## src/pwm_out_pkg.sv

```systemverilog
// Notes on behaviour
// - Fault polarity bit selects active-low fault
// - Fault mode 11: no override, event still
// - Mode 01 forces fault states per cycle
// - Mode 00 latches fault states until cleared
// - Fault mode changes apply at cycle boundary
// - Switching to disabled keeps active override
// - Current limit enable and current limit input have no effect
// - High ownership bit gives high pin
// - Low ownership bit gives low pin
// - Polarity bits make pins active-low
// - Pair mode 11 holds low output inactive
// - Pair modes: complementary, redundant, push-pull, low-off
// - High override uses upper override bit
// - Low override uses lower override bit
// - Lock fuse 0 needs key before write
// - Lock fuse 1 allows writes any time
// - Forced values are active levels, polarity adjusted
// - Fault source routable from fourteen inputs
// - Fault state bits only used during fault
// - Four-bit field selects fault input
// - Override sync bit picks time base or clock
package pwm_out_pkg;
   // Register indices and byte addresses
   localparam logic [7:0]  ADDR_CTRL       = 8'h00;
   localparam logic [7:0]  ADDR_KEY        = 8'h04;
   localparam logic [7:0]  ADDR_STAT       = 8'h08;
   localparam logic [31:0] CTRL_RESET      = 32'h0000_0000;
   localparam logic [31:0] KEY_FIRST       = 32'h0000_ABCD;
   localparam logic [31:0] KEY_SECOND      = 32'h0000_4321;
   // Control field positions
   localparam int          POS_CL_EN       = 24;
   localparam int          POS_FSRC        = 19;
   localparam int          POS_FPOL        = 18;
   localparam int          POS_FMOD        = 16;
   localparam int          POS_OWN_H       = 15;
   localparam int          POS_OWN_L       = 14;
   localparam int          POS_POL_H       = 13;
   localparam int          POS_POL_L       = 12;
   localparam int          POS_PIN_PAIR_MODE        = 10;
   localparam int          POS_OVR_H       = 9;
   localparam int          POS_OVR_L       = 8;
   localparam int          POS_OVERRIDE_PIN_STATES      = 6;
   localparam int          POS_FAULT_PIN_STATES      = 4;
   localparam int          POS_OVERRIDE_SYNC_SELECT       = 0;
   // Implemented control bits; others read zero
   localparam logic [31:0] CTRL_MASK       = 32'h01FF_FFF1;
   // Fault modes
   localparam logic [1:0]  FMOD_LATCH      = 2'h0;
   localparam logic [1:0]  FMOD_CYCLE      = 2'h1;
   localparam logic [1:0]  FMOD_OFF        = 2'h3;
   // Pin pair modes
   localparam logic [1:0]  PIN_PAIR_MODE_COMP       = 2'h0;
   localparam logic [1:0]  PIN_PAIR_MODE_REDUN      = 2'h1;
   localparam logic [1:0]  PIN_PAIR_MODE_PUSH       = 2'h2;
   localparam logic [1:0]  PIN_PAIR_MODE_LOWOFF     = 2'h3;

   // Unlock sequence states
   typedef enum logic [2:0] {
      KEY_IDLE = 3'b001,
      KEY_HALF = 3'b010,
      KEY_OPEN = 3'b100
   } key_state_t;

   // Register bus request
   typedef struct packed {
      logic [7:0]  addr;
      logic [31:0] wdata;
      logic        wr;
      logic        rd;
   } bus_req_t;

   // Whole module state
   typedef struct packed {
      logic [31:0] ctrl;
      logic [1:0]  fmod_act;
      key_state_t  key;
      logic        fault_sync;
      logic        fault_latch;
      logic        fault_force;
      logic        fault_event;
      logic        ovr_h;
      logic        ovr_l;
      logic [1:0]  ovr_dat;
      logic        pin_h;
      logic        pin_l;
      logic        oe_h;
      logic        oe_l;
      logic [31:0] rdata;
   } state_t;
endpackage : pwm_out_pkg

```

## src/pwm_output_fault_override_control.sv

```systemverilog
// The placing of the registers and strobed register access were left to the implementer.
`timescale 1ns/10ps
module pwm_output_fault_override_control (
   // Clock and reset
   input  wire logic        SYS_CLK,
   input  wire logic        RESET_N,
   // Register port
   input  wire logic [7:0]  ADDR,
   input  wire logic [31:0] WDATA,
   input  wire logic        WR,
   input  wire logic        RD,
   output logic      [31:0] RDATA,
   // Fuse and time base
   input  wire logic        CONFIG_LOCK_FUSE,
   input  wire logic        MODULE_ENABLE,
   input  wire logic        CYCLE_START,
   // Generator waveform and sources
   input  wire logic        PWM_WAVE_H,
   input  wire logic        PWM_WAVE_L,
   input  wire logic [15:0] FAULT_SOURCES,
   input  wire logic        CURRENT_LIMIT_ACTIVE,
   // Power stage pins
   output logic             HIGH_SIDE_OUT,
   output logic             HIGH_SIDE_OE,
   output logic             LOW_SIDE_OUT,
   output logic             LOW_SIDE_OE,
   output logic             FAULT_EVENT
);
   pwm_out_pkg::state_t   st_ff;
   pwm_out_pkg::state_t   nxt_st;
   pwm_out_pkg::bus_req_t req;
   logic                  fault_raw;
   logic                  boundary;
   logic                  h_act;
   logic                  l_act;

   // Valid fault source: codes 13 and 14 are reserved and read inactive
   function automatic logic src_valid(input logic [3:0] code);
      src_valid = (code != 4'hD) && (code != 4'hE);
   endfunction : src_valid

   assign req      = '{addr: ADDR, wdata: WDATA, wr: WR, rd: RD};
   assign boundary = MODULE_ENABLE && CYCLE_START;

   // Source select and polarity of the chosen fault input
   always_comb begin
      fault_raw = 1'b0;
      if (src_valid(st_ff.ctrl[pwm_out_pkg::POS_FSRC +: 4])) begin
         fault_raw = FAULT_SOURCES[st_ff.ctrl[pwm_out_pkg::POS_FSRC +: 4]] ^
                     st_ff.ctrl[pwm_out_pkg::POS_FPOL];
      end
   end

   // Next state
   always_comb begin
      logic wr_ok;
      logic force_now;
      nxt_st = st_ff;
      wr_ok  = 1'b0;
      force_now = 1'b0;
      h_act  = 1'b0;
      l_act  = 1'b0;

      // Unlock sequence; any other access drops the key
      if (req.wr || req.rd) begin
         nxt_st.key = pwm_out_pkg::KEY_IDLE;
         if (req.wr && req.addr == pwm_out_pkg::ADDR_KEY) begin
            if (req.wdata == pwm_out_pkg::KEY_FIRST) begin
               nxt_st.key = pwm_out_pkg::KEY_HALF;
            end else if (req.wdata == pwm_out_pkg::KEY_SECOND && st_ff.key == pwm_out_pkg::KEY_HALF) begin
               nxt_st.key = pwm_out_pkg::KEY_OPEN;
            end
         end
      end
      wr_ok = CONFIG_LOCK_FUSE || (st_ff.key == pwm_out_pkg::KEY_OPEN);
      if (req.wr && req.addr == pwm_out_pkg::ADDR_CTRL && wr_ok) begin
         nxt_st.ctrl = req.wdata & pwm_out_pkg::CTRL_MASK;
      end

      // Read path, answered in the next cycle
      nxt_st.rdata = 32'h0000_0000;
      if (req.rd) begin
         unique case (req.addr)
            pwm_out_pkg::ADDR_CTRL: nxt_st.rdata = st_ff.ctrl;
            pwm_out_pkg::ADDR_STAT: nxt_st.rdata = {28'h0000000, st_ff.key == pwm_out_pkg::KEY_OPEN,
                                                    st_ff.fault_latch, st_ff.fault_force, st_ff.fault_sync};
            default:                nxt_st.rdata = 32'h0000_0000;
         endcase
      end

      // Fault input registered once, events raised in every mode
      nxt_st.fault_sync  = fault_raw;
      nxt_st.fault_event = fault_raw && !st_ff.fault_sync;

      // Mode changes adopted only at cycle boundaries; disabling keeps an active override
      if (boundary) begin
         if (!(st_ff.ctrl[pwm_out_pkg::POS_FMOD +: 2] == pwm_out_pkg::FMOD_OFF && st_ff.fault_force &&
               st_ff.fault_sync)) begin
            nxt_st.fmod_act = st_ff.ctrl[pwm_out_pkg::POS_FMOD +: 2];
         end
      end

      // Latched mode holds until a boundary with mode changed away and fault gone
      if (st_ff.fault_sync && st_ff.fmod_act == pwm_out_pkg::FMOD_LATCH) begin
         nxt_st.fault_latch = 1'b1;
      end else if (boundary && !st_ff.fault_sync && st_ff.ctrl[pwm_out_pkg::POS_FMOD +: 2] != pwm_out_pkg::FMOD_LATCH) begin
         nxt_st.fault_latch = 1'b0;
      end

      // Cycle-by-cycle: set at once, released at the next boundary without fault
      if (st_ff.fault_sync && st_ff.fmod_act != pwm_out_pkg::FMOD_OFF) begin
         force_now = 1'b1;
      end else if (boundary) begin
         force_now = 1'b0;
      end else begin
         force_now = st_ff.fault_force;
      end
      nxt_st.fault_force = force_now || nxt_st.fault_latch;

      // Overrides: synchronous to time base or taken at once
      if (!st_ff.ctrl[pwm_out_pkg::POS_OVERRIDE_SYNC_SELECT] || boundary) begin
         nxt_st.ovr_h   = st_ff.ctrl[pwm_out_pkg::POS_OVR_H];
         nxt_st.ovr_l   = st_ff.ctrl[pwm_out_pkg::POS_OVR_L];
         nxt_st.ovr_dat = st_ff.ctrl[pwm_out_pkg::POS_OVERRIDE_PIN_STATES +: 2];
      end

      // Pin pair modes on active levels
      unique case (st_ff.ctrl[pwm_out_pkg::POS_PIN_PAIR_MODE +: 2])
         pwm_out_pkg::PIN_PAIR_MODE_COMP: begin
            h_act = PWM_WAVE_H;
            l_act = !PWM_WAVE_H;
         end
         pwm_out_pkg::PIN_PAIR_MODE_REDUN: begin
            h_act = PWM_WAVE_H;
            l_act = PWM_WAVE_H;
         end
         pwm_out_pkg::PIN_PAIR_MODE_PUSH: begin
            h_act = PWM_WAVE_H;
            l_act = PWM_WAVE_L;
         end
         pwm_out_pkg::PIN_PAIR_MODE_LOWOFF: begin
            h_act = PWM_WAVE_H;
            l_act = 1'b0;
         end
      endcase
      // Software override, then fault above it; current limit input and enable bit have no effect
      if (st_ff.ovr_h) h_act = st_ff.ovr_dat[1];
      if (st_ff.ovr_l) l_act = st_ff.ovr_dat[0];
      if (st_ff.fault_force) begin
         h_act = st_ff.ctrl[pwm_out_pkg::POS_FAULT_PIN_STATES + 1];
         l_act = st_ff.ctrl[pwm_out_pkg::POS_FAULT_PIN_STATES];
      end
      // Polarity applied last so forced values are active levels
      nxt_st.pin_h = h_act ^ st_ff.ctrl[pwm_out_pkg::POS_POL_H];
      nxt_st.pin_l = l_act ^ st_ff.ctrl[pwm_out_pkg::POS_POL_L];
      nxt_st.oe_h  = st_ff.ctrl[pwm_out_pkg::POS_OWN_H];
      nxt_st.oe_l  = st_ff.ctrl[pwm_out_pkg::POS_OWN_L];
   end

   // State register
   always_ff @(posedge SYS_CLK or negedge RESET_N) begin
      if (!RESET_N) begin
         st_ff <= '{ctrl: pwm_out_pkg::CTRL_RESET, fmod_act: pwm_out_pkg::FMOD_LATCH,
                    key: pwm_out_pkg::KEY_IDLE, rdata: 32'h0000_0000, default: 1'b0};
      end else begin
         st_ff <= nxt_st;
      end
   end

   // Outputs straight from flip-flops
   assign RDATA         = st_ff.rdata;
   assign HIGH_SIDE_OUT = st_ff.pin_h;
   assign LOW_SIDE_OUT  = st_ff.pin_l;
   assign HIGH_SIDE_OE  = st_ff.oe_h;
   assign LOW_SIDE_OE   = st_ff.oe_l;
   assign FAULT_EVENT   = st_ff.fault_event;
endmodule : pwm_output_fault_override_control

```

## config.mk

```make
export PLATFORM = sky130hd
export DESIGN_NAME = pwm_output_fault_override_control
export DESIGN_NICKNAME = d
export VERILOG_FILES = /design/src/pwm_out_pkg.sv /design/src/pwm_output_fault_override_control.sv
export SDC_FILE = /design/constraint.sdc
export NUM_CORES = 1
export LEC_CHECK = 0
export BUFFER_PORTS_ARGS = -buffer_cell sky130_fd_sc_hd__buf_2
export CORE_ASPECT_RATIO = 1.25
export CORE_UTILIZATION = 53
export CTS_CLUSTER_SIZE = 10
export DETAILED_ROUTE_END_ITERATION = 8
export HOLD_SLACK_MARGIN = 0.02
export PLACE_DENSITY_LB_ADDON = 0.1
export SYNTH_ARGS = -nofsm -noshare
export SYNTH_HDL_FRONTEND = slang
export SYNTH_SLANG_ARGS = --single-unit
```

## constraint.sdc

```tcl
create_clock -name SYS_CLK -period 3.2 [get_ports SYS_CLK]
set_input_delay 0.48 -clock SYS_CLK [delete_from_list [all_inputs] [get_ports SYS_CLK]]
set_output_delay 0.48 -clock SYS_CLK [all_outputs]
set_load 0.02 [all_outputs]
```

==> insert_results.sql, run 1 <==
INSERT INTO impl_metrics (metric_group, metric, value, unit) VALUES
('yosys', 'synthSimpleGateAreaFrac', '14.8', '%'),
('grt', 'grt_start_max_net_pins', '65', ''),
('status', 'run_status', 'completed', ''),
('place', 'post-place-ws', '1.09', 'ns'),
('timing', 'final_min_period_over_clock_period', '57.5', '%'),
('grt', 'grt.met2_usage', '31.5', '%'),
('floorplan', 'floorplan.initialDensity', '56.2', '%'),
('layout', 'area_growth', '17.9', '%'),
('clock_network', 'buffer_depth_of_the_longest_clock_path', '2', ''),
('drt', 'routedWlPerCell', '14.1', 'um'),
('layout', 'antenna_cells', '0', ''),
('setup_path', 'criticalPathCategory', 'register to register', ''),
('power_and_ir_drop', 'netSwitchingPower', '0.363', 'mW'),
('place', 'buffer_ports.inserted', '94', ''),
('clock_network', 'postCtsHoldBufs', '0', ''),
('timing', 'relative_slew_margins', '48.3', '%'),
('timing', 'worst_tran_pin_value', '0.776', 'ns'),
('power_and_ir_drop', 'vdd_ir_drop_max', '259', 'uV'),
('yosys', 'synth_cells', '230', ''),
('grt', 'grt_pass1_vias', '1807', ''),
('setup_path', 'required_worst_endpoint', '3.42', 'ns'),
('grt', 'grt_use_met1', '24.2', '%'),
('timing', 'finalCriticalPeriod', '1.84', 'ns'),
('layout', 'final_cell_mix', 'buf_2 (94), dfrtp_1 (63), mux2_2 (26)', ''),
('grt', 'grt.total_usage', '20.2', '%'),
('clock_network', 'cts_tree', 'built', ''),
('place', 'gp_congestion', '0.748', ''),
('grt', 'global_route_wire_length_before_repair', '8250', 'um'),
('floorplan', 'dieArea', '5800', 'sq um'),
('grt', 'busiest_layer', 'met2', ''),
('power_and_ir_drop', 'power.density', '497', 'nW/um^2'),
('setup_path', 'timing.critical_path.from_type', 'register', ''),
('grt', 'antenna_found_initial', '0', ''),
('timing', 'setup_violations', '0', ''),
('yosys', 'synth.area.mux_share', '14.5', '%'),
('drt', 'detailedRoute.firstIterationViolations', '116', ''),
('drt', 'drtAntennaViolNets', '0', ''),
('yosys', 'dominant_combinational_cell_family_by_area_after_synthesis', 'simple AND/OR/NAND/NOR gates', ''),
('yosys', 'fraction_of_registers_with_async_set_or_reset_after_synthesis', '100', '%'),
('yosys', 'yosys_most_used_dff', 'dfrtp_1', ''),
('yosys', 'synth-adder-area-share', '0', '%'),
('yosys', 'synth-compound-area-share', '4.33', '%'),
('floorplan', 'rows', '29', ''),
('drt', 'post-route-drc-count', '0', ''),
('floorplan', 'die-width', '68.3', 'um'),
('floorplan', 'floorplan.io_pins', '103', ''),
('setup_path', 'flop2flop_setup_slack', '1.36', 'ns'),
('yosys', 'ys.warnings.count', '0', ''),
('clock_network', 'cts_htree_levels', '3', ''),
('timing', 'final_hold_fails', '0', ''),
('yosys', 'synth_xor_xnor_area_share', '1.20', '%'),
('layout', 'drive_gt1_share', '47.1', '%'),
('yosys', 'synthesized_area_divided_by_synthesized_cell_count', '12.7', 'sq um'),
('timing', 'timing.fmax', '543', 'MHz'),
('timing', 'setup_total_negative_slack', '0', 'ns'),
('place', 'place_hpwl', '3880', 'um'),
('layout', 'fin_nets', '371', ''),
('yosys', 'post_synth_num_cell_types', '45', ''),
('setup_path', 'worstPathMaxFanout', '21', ''),
('layout', 'mostFrequentLayoutCell', 'buf_2', ''),
('yosys', 'netlist_area', '2920', 'sq um'),
('power_and_ir_drop', 'power.leakage', '1.85', 'nW'),
('timing', 'finClkSkew', '0.00818', 'ns'),
('drt', 'total_via_count_after_detailed_routing', '1930', ''),
('drt', 'detail_route.first_pass.iterations', '4', ''),
('drt', 'drt-total-wl', '5230', 'um'),
('timing', 'setup_ws', '1.36', 'ns'),
('drt', 'via_count_normalized_by_instance_count', '5.19', ''),
('power_and_ir_drop', 'combinationalPowerShare', '7.0', '%'),
('floorplan', 'core_area', '5190', 'sq um'),
('hold_path', 'hp-class', 'input pin to asynchronous set/reset pin', '');
[layer usage]
layer	vias up	part of all wire (%)	wire length, um
met3	10	7.0	368
met2	87	49	2580
met5	-	0	0
li1	917	-	-
met4	0	2.2	113
met1	916	42	2170
[path summary, 6_finish.rpt]
kind,start,to,depth (start not counted)
setup / recovery,st_ff[45]$_DFFE_PN0P_,st_ff[70]$_DFFE_PN0P_,5
hold / removal,RESET_N,RDATA[6]$_DFF_PN0_,2
setup reg to reg,st_ff[45]$_DFFE_PN0P_,st_ff[70]$_DFFE_PN0P_,5
hold reg to reg,nxt_st[33]$_DFFE_PN0P_,HIGH_SIDE_OE$_DFF_PN0_,0
max in group asynchronous,RESET_N,RDATA[14]$_DFF_PN0_,2
min in group SYS_CLK,WDATA[23],st_ff[72]$_DFFE_PN0P_,2
[critical path, stage by stage (launching register included)]
cell      delay (ns)
dfrtp_1         0.40
or3b_2          0.45
a21oi_1         0.18
nand4b_2        0.14
buf_4           0.25
mux2_2          0.30
[metrics by stage]
stage          std cells  total power [mW]  cell area (sq um)  hold WS, ns
6_report             372              1.71               3440        0.305
5_1_grt              372              1.78               3440        0.373
4_1_cts              372              1.72               3440        0.333
3_5_place_dp         356             0.976               3220        0.376
3_3_place_gp         356             0.973               3220        0.374
2_1_floorplan        236             0.909               2940        0.184
[cell usage after synthesis (3+ instances only)]
cell,count,area [sq um]
mux4_2,4,90.1
nor4b_1,3,26.3
a31oi_1,3,18.8
a22o_1,3,26.3
buf_4,32,240
nor4_1,5,31.3
clkbuf_1,3,11.3
mux2i_1,4,40.0
and2_1,23,144
nor2_1,7,26.3
xor2_1,3,26.3
nand2_1,9,33.8
inv_1,4,15.0
dfrtp_1,63,1580
mux2_2,26,293
[flip-flops by register name (all words and copies together), names as in the netlist]
signal,cells
HIGH_SIDE_OE,1
LOW_SIDE_OE,1
nxt_st,2
RDATA,25
LOW_SIDE_OUT,1
FAULT_EVENT,1
HIGH_SIDE_OUT,1
st_ff,32
[area by class of cell]
class                      instances  area, sq um  area share [%]
timing repair buffer              96          485            14.1
multi-input combinational        130         1040            30.3
sequential                        64         1600            46.6
tap                               62         77.6            2.26
clock inverter                     3         65.1            1.89
inverter                           4         15.0           0.437
clock buffer                      13          149            4.33
[logic make-up after synthesis]
logic type / after synthesis
AO/OA/AOI/OAI: 17
AND/OR/NAND/NOR: 68
XOR/XNOR: 4
buffers and inverters: 42
other: 1
multiplexers: 34
flip-flops: 64
[power by group through the flow]
stage | combinational, mW | sequential, mW | clock [mW]
after floorplan | 0.0548 | 0.854 | 0
after global placement | 0.119 | 0.854 | 0
after detailed placement | 0.121 | 0.855 | 0
after CTS | 0.122 | 0.840 | 0.762
after global routing | 0.133 | 0.842 | 0.804
final | 0.119 | 0.840 | 0.747
Note: power is estimated with default switching activity, not from simulation.
==> run 2: changes to the inputs <==
Settings changed: CORE_UTILIZATION 53 to 45.
Clock period 3.2 ns to 1.5 ns, I/O delays scaled along.
==> insert_results.sql, run 2 (synthesized netlist as in run 1, its figures left out) <==
INSERT INTO impl_metrics (metric_group, metric, value, unit) VALUES
('status', 'run_status', 'complete, but fails checks', ''),
('status', 'failed_checks', 'negative setup slack', ''),
('timing', 'setup_ws', '-0.146', 'ns'),
('place', 'buffer_ports.inserted', '94', ''),
('place', 'gp_congestion', '0.760', ''),
('place', 'post-place-cells', '390', ''),
('drt', 'drtAntennaViolNets', '0', ''),
('clock_network', 'worst_skew_pair.late_latency', '0.33', 'ns'),
('clock_network', 'clockRootBuffer', 'clkbuf_8', ''),
('layout', 'largest_register_ffs', '32', ''),
('timing', 'finClkSkew', '0.0104', 'ns'),
('layout', 'final_cell_mix', 'buf_2 (93), dfrtp_1 (62), mux2_2 (26)', ''),
('layout', 'final_std_cells_w_o_fill', '409', ''),
('place', 'placement.cell_area', '3410', 'sq um'),
('hold_path', 'hp-class', 'input pin to register', ''),
('flow_run', 'max_cap_violations', '0', ''),
('grt', 'grt_pass1_vias', '1892', ''),
('floorplan', 'floorplan.io_pins', '103', ''),
('floorplan', 'rows', '32', ''),
('layout', 'final_core_util', '59.0', '%'),
('drt', 'detailedRoute.firstIterationViolations', '114', ''),
('grt', 'grt_start_max_net_pins', '65', ''),
('grt', 'global_route_wire_length_before_repair', '9090', 'um'),
('timing', 'final_min_period_over_clock_period', '110', '%'),
('setup_path', 'critical_path.endpoint_type', 'register', ''),
('grt', 'antenna_found_initial', '0', ''),
('clock_network', 'clkTransAtPathRegs', '0.08', 'ns'),
('layout', 'mostFrequentLayoutCell', 'buf_2', ''),
('drt', 'via_count_normalized_by_instance_count', '4.80', ''),
('place', 'place_hpwl', '4130', 'um'),
('setup_path', 'required_worst_endpoint', '1.72', 'ns'),
('setup_path', 'criticalPathCategory', 'register to register', ''),
('clock_network', 'cts_htree_levels', '3', ''),
('drt', 'routedWlPerCell', '13.8', 'um'),
('drt', 'post-route-drc-count', '0', ''),
('timing', 'final-max-slew-violation-count', '0', ''),
('floorplan', 'floorplan.initialDensity', '47.0', '%'),
('power_and_ir_drop', 'power.density', '957', 'nW/um^2'),
('floorplan', 'floorplan.die.height', '92.0', 'um'),
('timing', 'unrepaired_setup_endpoints_after_global_routing', 'true', ''),
('setup_path', 'timing.critical_path.from_type', 'register', ''),
('timing', 'setup_total_negative_slack', '-3.01', 'ns'),
('power_and_ir_drop', 'power.leakage', '1.93', 'nW'),
('layout', 'drive_gt1_share', '52.2', '%'),
('timing', 'setup_violations', '24', ''),
('layout', 'fin_nets', '385', ''),
('grt', 'grt_overflow_total', '0', ''),
('drt', 'drt-total-wl', '5630', 'um'),
('place', 'post-place-ws', '-0.235', 'ns'),
('timing', 'timing.fmax', '608', 'MHz'),
('power_and_ir_drop', 'vdd_ir_drop_max', '473', 'uV'),
('timing', 'hold_slack', '0.143', 'ns'),
('timing', 'finalCriticalPeriod', '1.65', 'ns'),
('floorplan', 'dieArea', '6810', 'sq um'),
('layout', 'top_register', 'st_ff', ''),
('clock_network', 'cts_num_sinks', '64', ''),
('setup_path', 'worst_ep_arrival_time', '1.87', 'ns'),
('clock_network', 'number_of_buffers_created_by_cts', '9', ''),
('setup_path', 'worstPathMaxFanout', '21', ''),
('drt', 'detail_route.first_pass.iterations', '4', ''),
('power_and_ir_drop', 'design_power_total', '3.50', 'mW'),
('floorplan', 'core_area', '6210', 'sq um'),
('layout', 'area_growth', '25.5', '%'),
('grt', 'grt.total_usage', '18.3', '%'),
('layout', 'antenna_cells', '0', ''),
('drt', 'total_via_count_after_detailed_routing', '1964', ''),
('timing', 'final_hold_fails', '0', ''),
('clock_network', 'cts_tree', 'built', ''),
('clock_network', 'buffer_depth_of_the_longest_clock_path', '2', ''),
('floorplan', 'die-width', '74.0', 'um'),
('layout', 'layout.cell_area.non_filler', '3660', 'sq um');
run 2: cell types whose count changed in the layout (fill, tap and decap cells not counted), moves of 3 or more:
cell	before	now
buf_12	0	3
buf_6	0	3
buf_4	2	10
clkbuf_1	3	0
run 2: cell type report:
cell class	count	area, sq um
fill	518	2550
sequential	64	1600
multi-input combinational	130	1090
timing repair buffer	110	644
clock buffer	9	124
tap	85	106
clock inverter	7	72.6
inverter	4	15.0
run 2: per-layer routing:
| layer | vias up | track usage, % | part of all wire, % |
|---|---|---|---|
| li1 | 948 | - | - |
| met1 | 928 | 21.9 | 40 |
| met2 | 78 | 29.5 | 50 |
| met3 | 10 | 5.93 | 7.6 |
| met4 | 0 | 8.17 | 1.7 |
| met5 | - | 0 | 0 |
run 2: path summary, 6_finish.rpt:
kind	from	to	slack, ns	cells past startpoint
max	st_ff[44]$_DFFE_PN1P_	st_ff[68]$_DFFE_PN0P_	-0.15	5
min	WDATA[10]	st_ff[59]$_DFFE_PN0P_	0.14	2
max reg2reg	st_ff[44]$_DFFE_PN1P_	st_ff[68]$_DFFE_PN0P_	-0.15	5
min reg2reg	nxt_st[33]$_DFFE_PN0P_	HIGH_SIDE_OE$_DFF_PN0_	0.39	0
max in group asynchronous	RESET_N	st_ff[44]$_DFFE_PN1P_	0.78	3
min in group asynchronous	RESET_N	st_ff[73]$_DFFE_PN0P_	0.42	3
run 2: where the power goes:
group          switching, mW  internal, mW
Combinational          0.141         0.142
Sequential            0.0301          1.76
Clock                  0.661         0.765
Total                  0.833          2.67
run 2: worst max-delay path, cell delays in order (launching register included):
cell	delay, ns
dfstp_2	0.37
or3b_4	0.40
a21oi_4	0.15
nand4b_4	0.13
buf_12	0.18
mux2_2	0.29
run 2: what timing repair did:
item / CTS / global route
resized for setup: 3 / 3
endpoints found under the setup margin: 25 / 25
endpoints found under the hold margin: 63 / 0
cloned: 0 / 0
pin swaps: 3 / 1
buffers inserted: 2 / 0
hold buffers: 1 / 0
==> run 3: changes to the inputs <==
Settings changed: BUFFER_PORTS_ARGS -buffer_cell sky130_fd_sc_hd__buf_2 to not set, CORE_UTILIZATION 45 to 56, DONT_BUFFER_PORTS set to 1, REMOVE_ABC_BUFFERS set to 1.
==> insert_results.sql, run 3 (synthesized netlist as in run 1, its figures left out) <==
INSERT INTO impl_metrics (metric_group, metric, value, unit) VALUES
('timing', 'final-max-slew-violation-count', '0', ''),
('timing', 'finClkSkew', '0.00454', 'ns'),
('timing', 'setup_violations', '24', ''),
('timing', 'unrepaired_setup_endpoints_after_global_routing', 'true', ''),
('grt', 'antenna_found_initial', '0', ''),
('floorplan', 'core_area', '5040', 'sq um'),
('drt', 'drt-total-wl', '5560', 'um'),
('setup_path', 'worstPathMaxFanout', '7', ''),
('setup_path', 'worstRegToRegCells', '6', ''),
('layout', 'largest_register_ffs', '32', ''),
('clock_network', 'cts_htree_levels', '3', ''),
('power_and_ir_drop', 'design_power_total', '3.41', 'mW'),
('layout', 'antenna_cells', '0', ''),
('status', 'failed_checks', 'negative hold slack, negative setup slack', ''),
('drt', 'post-route-drc-count', '0', ''),
('setup_path', 'cell_with_the_largest_stage_delay_on_the_worst_path', 'or3b_4', ''),
('status', 'run_status', 'complete, but fails checks', ''),
('clock_network', 'cts_num_sinks', '64', ''),
('setup_path', 'critical_path.reg2reg.startpoint', 'st_ff[44]$_DFFE_PN1P_', ''),
('layout', 'drive_gt1_share', '29.4', '%'),
('setup_path', 'path_cells', 'or3b_4, a21oi_4, nand4b_4, buf_12, buf_8, mux2_2', ''),
('grt', 'grt_pass1_vias', '1818', ''),
('layout', 'top_register', 'st_ff', ''),
('layout', 'fin_nets', '292', ''),
('power_and_ir_drop', 'power.density', '1070', 'nW/um^2'),
('setup_path', 'critical_path.endpoint_type', 'register', ''),
('layout', 'mostFrequentLayoutCell', 'dfrtp_1', ''),
('hold_path', 'hp-class', 'input pin to asynchronous set/reset pin', ''),
('setup_path', 'critical-path-max-stage-delay', '0.40', 'ns'),
('floorplan', 'dieArea', '5500', 'sq um'),
('clock_network', 'number_of_buffers_created_by_cts', '9', ''),
('floorplan', 'die-width', '66.5', 'um'),
('setup_path', 'required_worst_endpoint', '1.72', 'ns'),
('floorplan', 'floorplan.initialDensity', '57.8', '%'),
('floorplan', 'floorplan.io_pins', '103', ''),
('power_and_ir_drop', 'vdd_ir_drop_max', '691', 'uV'),
('place', 'placement.cell_area', '2820', 'sq um'),
('setup_path', 'worst_ep_arrival_time', '1.96', 'ns'),
('timing', 'setup_ws', '-0.237', 'ns'),
('grt', 'grt.total_usage', '23.4', '%'),
('power_and_ir_drop', 'power.leakage', '1.54', 'nW'),
('layout', 'final_cell_mix', 'dfrtp_1 (62), mux2_2 (26), and2_1 (23)', ''),
('clock_network', 'cts_tree', 'built', ''),
('layout', 'area_growth', '9.10', '%'),
('place', 'buffer_ports.inserted', '0', ''),
('clock_network', 'buffer_depth_of_the_longest_clock_path', '2', ''),
('timing', 'finalCriticalPeriod', '1.74', 'ns'),
('setup_path', 'criticalPathCategory', 'register to register', ''),
('floorplan', 'floorplan.die.height', '82.7', 'um'),
('clock_network', 'clockRootBuffer', 'clkbuf_8', ''),
('timing', 'final_hold_fails', '64', ''),
('timing', 'final_min_period_over_clock_period', '116', '%'),
('timing', 'timing.fmax', '576', 'MHz'),
('setup_path', 'worst_r2r_endpoint', 'st_ff[58]$_DFFE_PN0P_', ''),
('setup_path', 'flop2flop_setup_slack', '-0.24', 'ns'),
('place', 'gp_congestion', '0.816', ''),
('layout', 'layout.cell_area.non_filler', '3180', 'sq um'),
('drt', 'drtAntennaViolNets', '0', ''),
('flow_run', 'max_cap_violations', '0', ''),
('setup_path', 'timing.critical_path.from_type', 'register', ''),
('place', 'place_hpwl', '4070', 'um'),
('drt', 'routedWlPerCell', '19.0', 'um'),
('clock_network', 'clkTransAtPathRegs', '0.07', 'ns'),
('drt', 'via_count_normalized_by_instance_count', '5.76', ''),
('drt', 'total_via_count_after_detailed_routing', '1688', ''),
('grt', 'global_route_wire_length_before_repair', '8980', 'um'),
('drt', 'detailedRoute.firstIterationViolations', '74', ''),
('timing', 'hold_slack', '-0.421', 'ns'),
('floorplan', 'rows', '29', ''),
('drt', 'detail_route.first_pass.iterations', '4', ''),
('grt', 'grt_start_max_net_pins', '65', ''),
('clock_network', 'worst_skew_pair.late_latency', '0.34', 'ns'),
('grt', 'grt_overflow_total', '0', '');
## run 3: how the worst max path moves through the flow
stage / depth (start not counted) / from / end
2_1_floorplan: 4 / st_ff[44]$_DFFE_PN1P_ / nxt_st[32]$_DFFE_PN0P_
3_3_place_gp: 5 / st_ff[44]$_DFFE_PN1P_ / st_ff[65]$_DFFE_PN0P_
3_5_place_dp: 4 / st_ff[68]$_DFFE_PN0P_ / FAULT_EVENT$_DFF_PN0_
4_1_cts: 6 / st_ff[45]$_DFFE_PN0P_ / st_ff[53]$_DFFE_PN0P_
5_1_grt: 6 / st_ff[45]$_DFFE_PN0P_ / st_ff[49]$_DFFE_PN0P_
6_report: 6 / st_ff[44]$_DFFE_PN1P_ / st_ff[58]$_DFFE_PN0P_
## run 3: cell type report
class / instances / area [sq um]
flip-flops and latches: 64 / 1600
clock inverters: 3 / 40.0
multi-input cells: 130 / 1070
inverters: 4 / 15.0
well taps: 62 / 77.6
clock buffers: 13 / 159
repair buffers: 17 / 215
fillers: 400 / 1860
## run 3: timing repair
item / in CTS / in global routing
endpoints found under the setup margin: 24 / 24
resized for setup: 10 / 3
endpoints found under the hold margin: 65 / 66
pin swaps: 2 / 0
setup buffers: 1 / 2
gates cloned: 2 / 0
hold buffers: 1 / 2
## run 3: power by group
group | switching, mW | internal [mW] | leakage, nW | total, mW
combinational | 0.0541 | 0.0702 | 0.565 | 0.124
sequential | 0.0397 | 1.76 | 0.869 | 1.80
clock | 0.628 | 0.854 | 0.103 | 1.48
## run 3: through the flow
| step | utilization, % | hold WS [ns] | setup slack, ns | setup TNS (ns) | instances |
|---|---|---|---|---|---|
| after global placement | 55.8 | -0.0694 | -0.222 | -6.96 | 269 |
| final | 63.1 | -0.421 | -0.237 | -5.44 | 293 |
| after global routing | 63.1 | -0.444 | -0.290 | -6.68 | 293 |
| after CTS | 62.3 | -0.437 | -0.231 | -5.26 | 289 |
| after detailed placement | 55.8 | -0.0694 | -0.288 | -8.94 | 269 |
| after floorplan | - | -0.0706 | -0.487 | -11.33 | 198 |
## run 3: metal layers
layer | share of wire, % | vias up | wire, um | track usage [%]
li1 | - | 758 | - | -
met1 | 38 | 843 | 2090 | 26.0
met2 | 53 | 75 | 2950 | 39.4
met3 | 7.3 | 12 | 406 | 8.52
met4 | 2.1 | 0 | 119 | 11.5
met5 | 0 | - | 0 | 0
## run 3: critical path, delay by kind of cell, from the launching register on
family          cells  cell delay, ns
mux                 1            0.26
compound gates      1            0.16
flops               1            0.37
simple gates        2            0.53
buf+inv             2            0.29
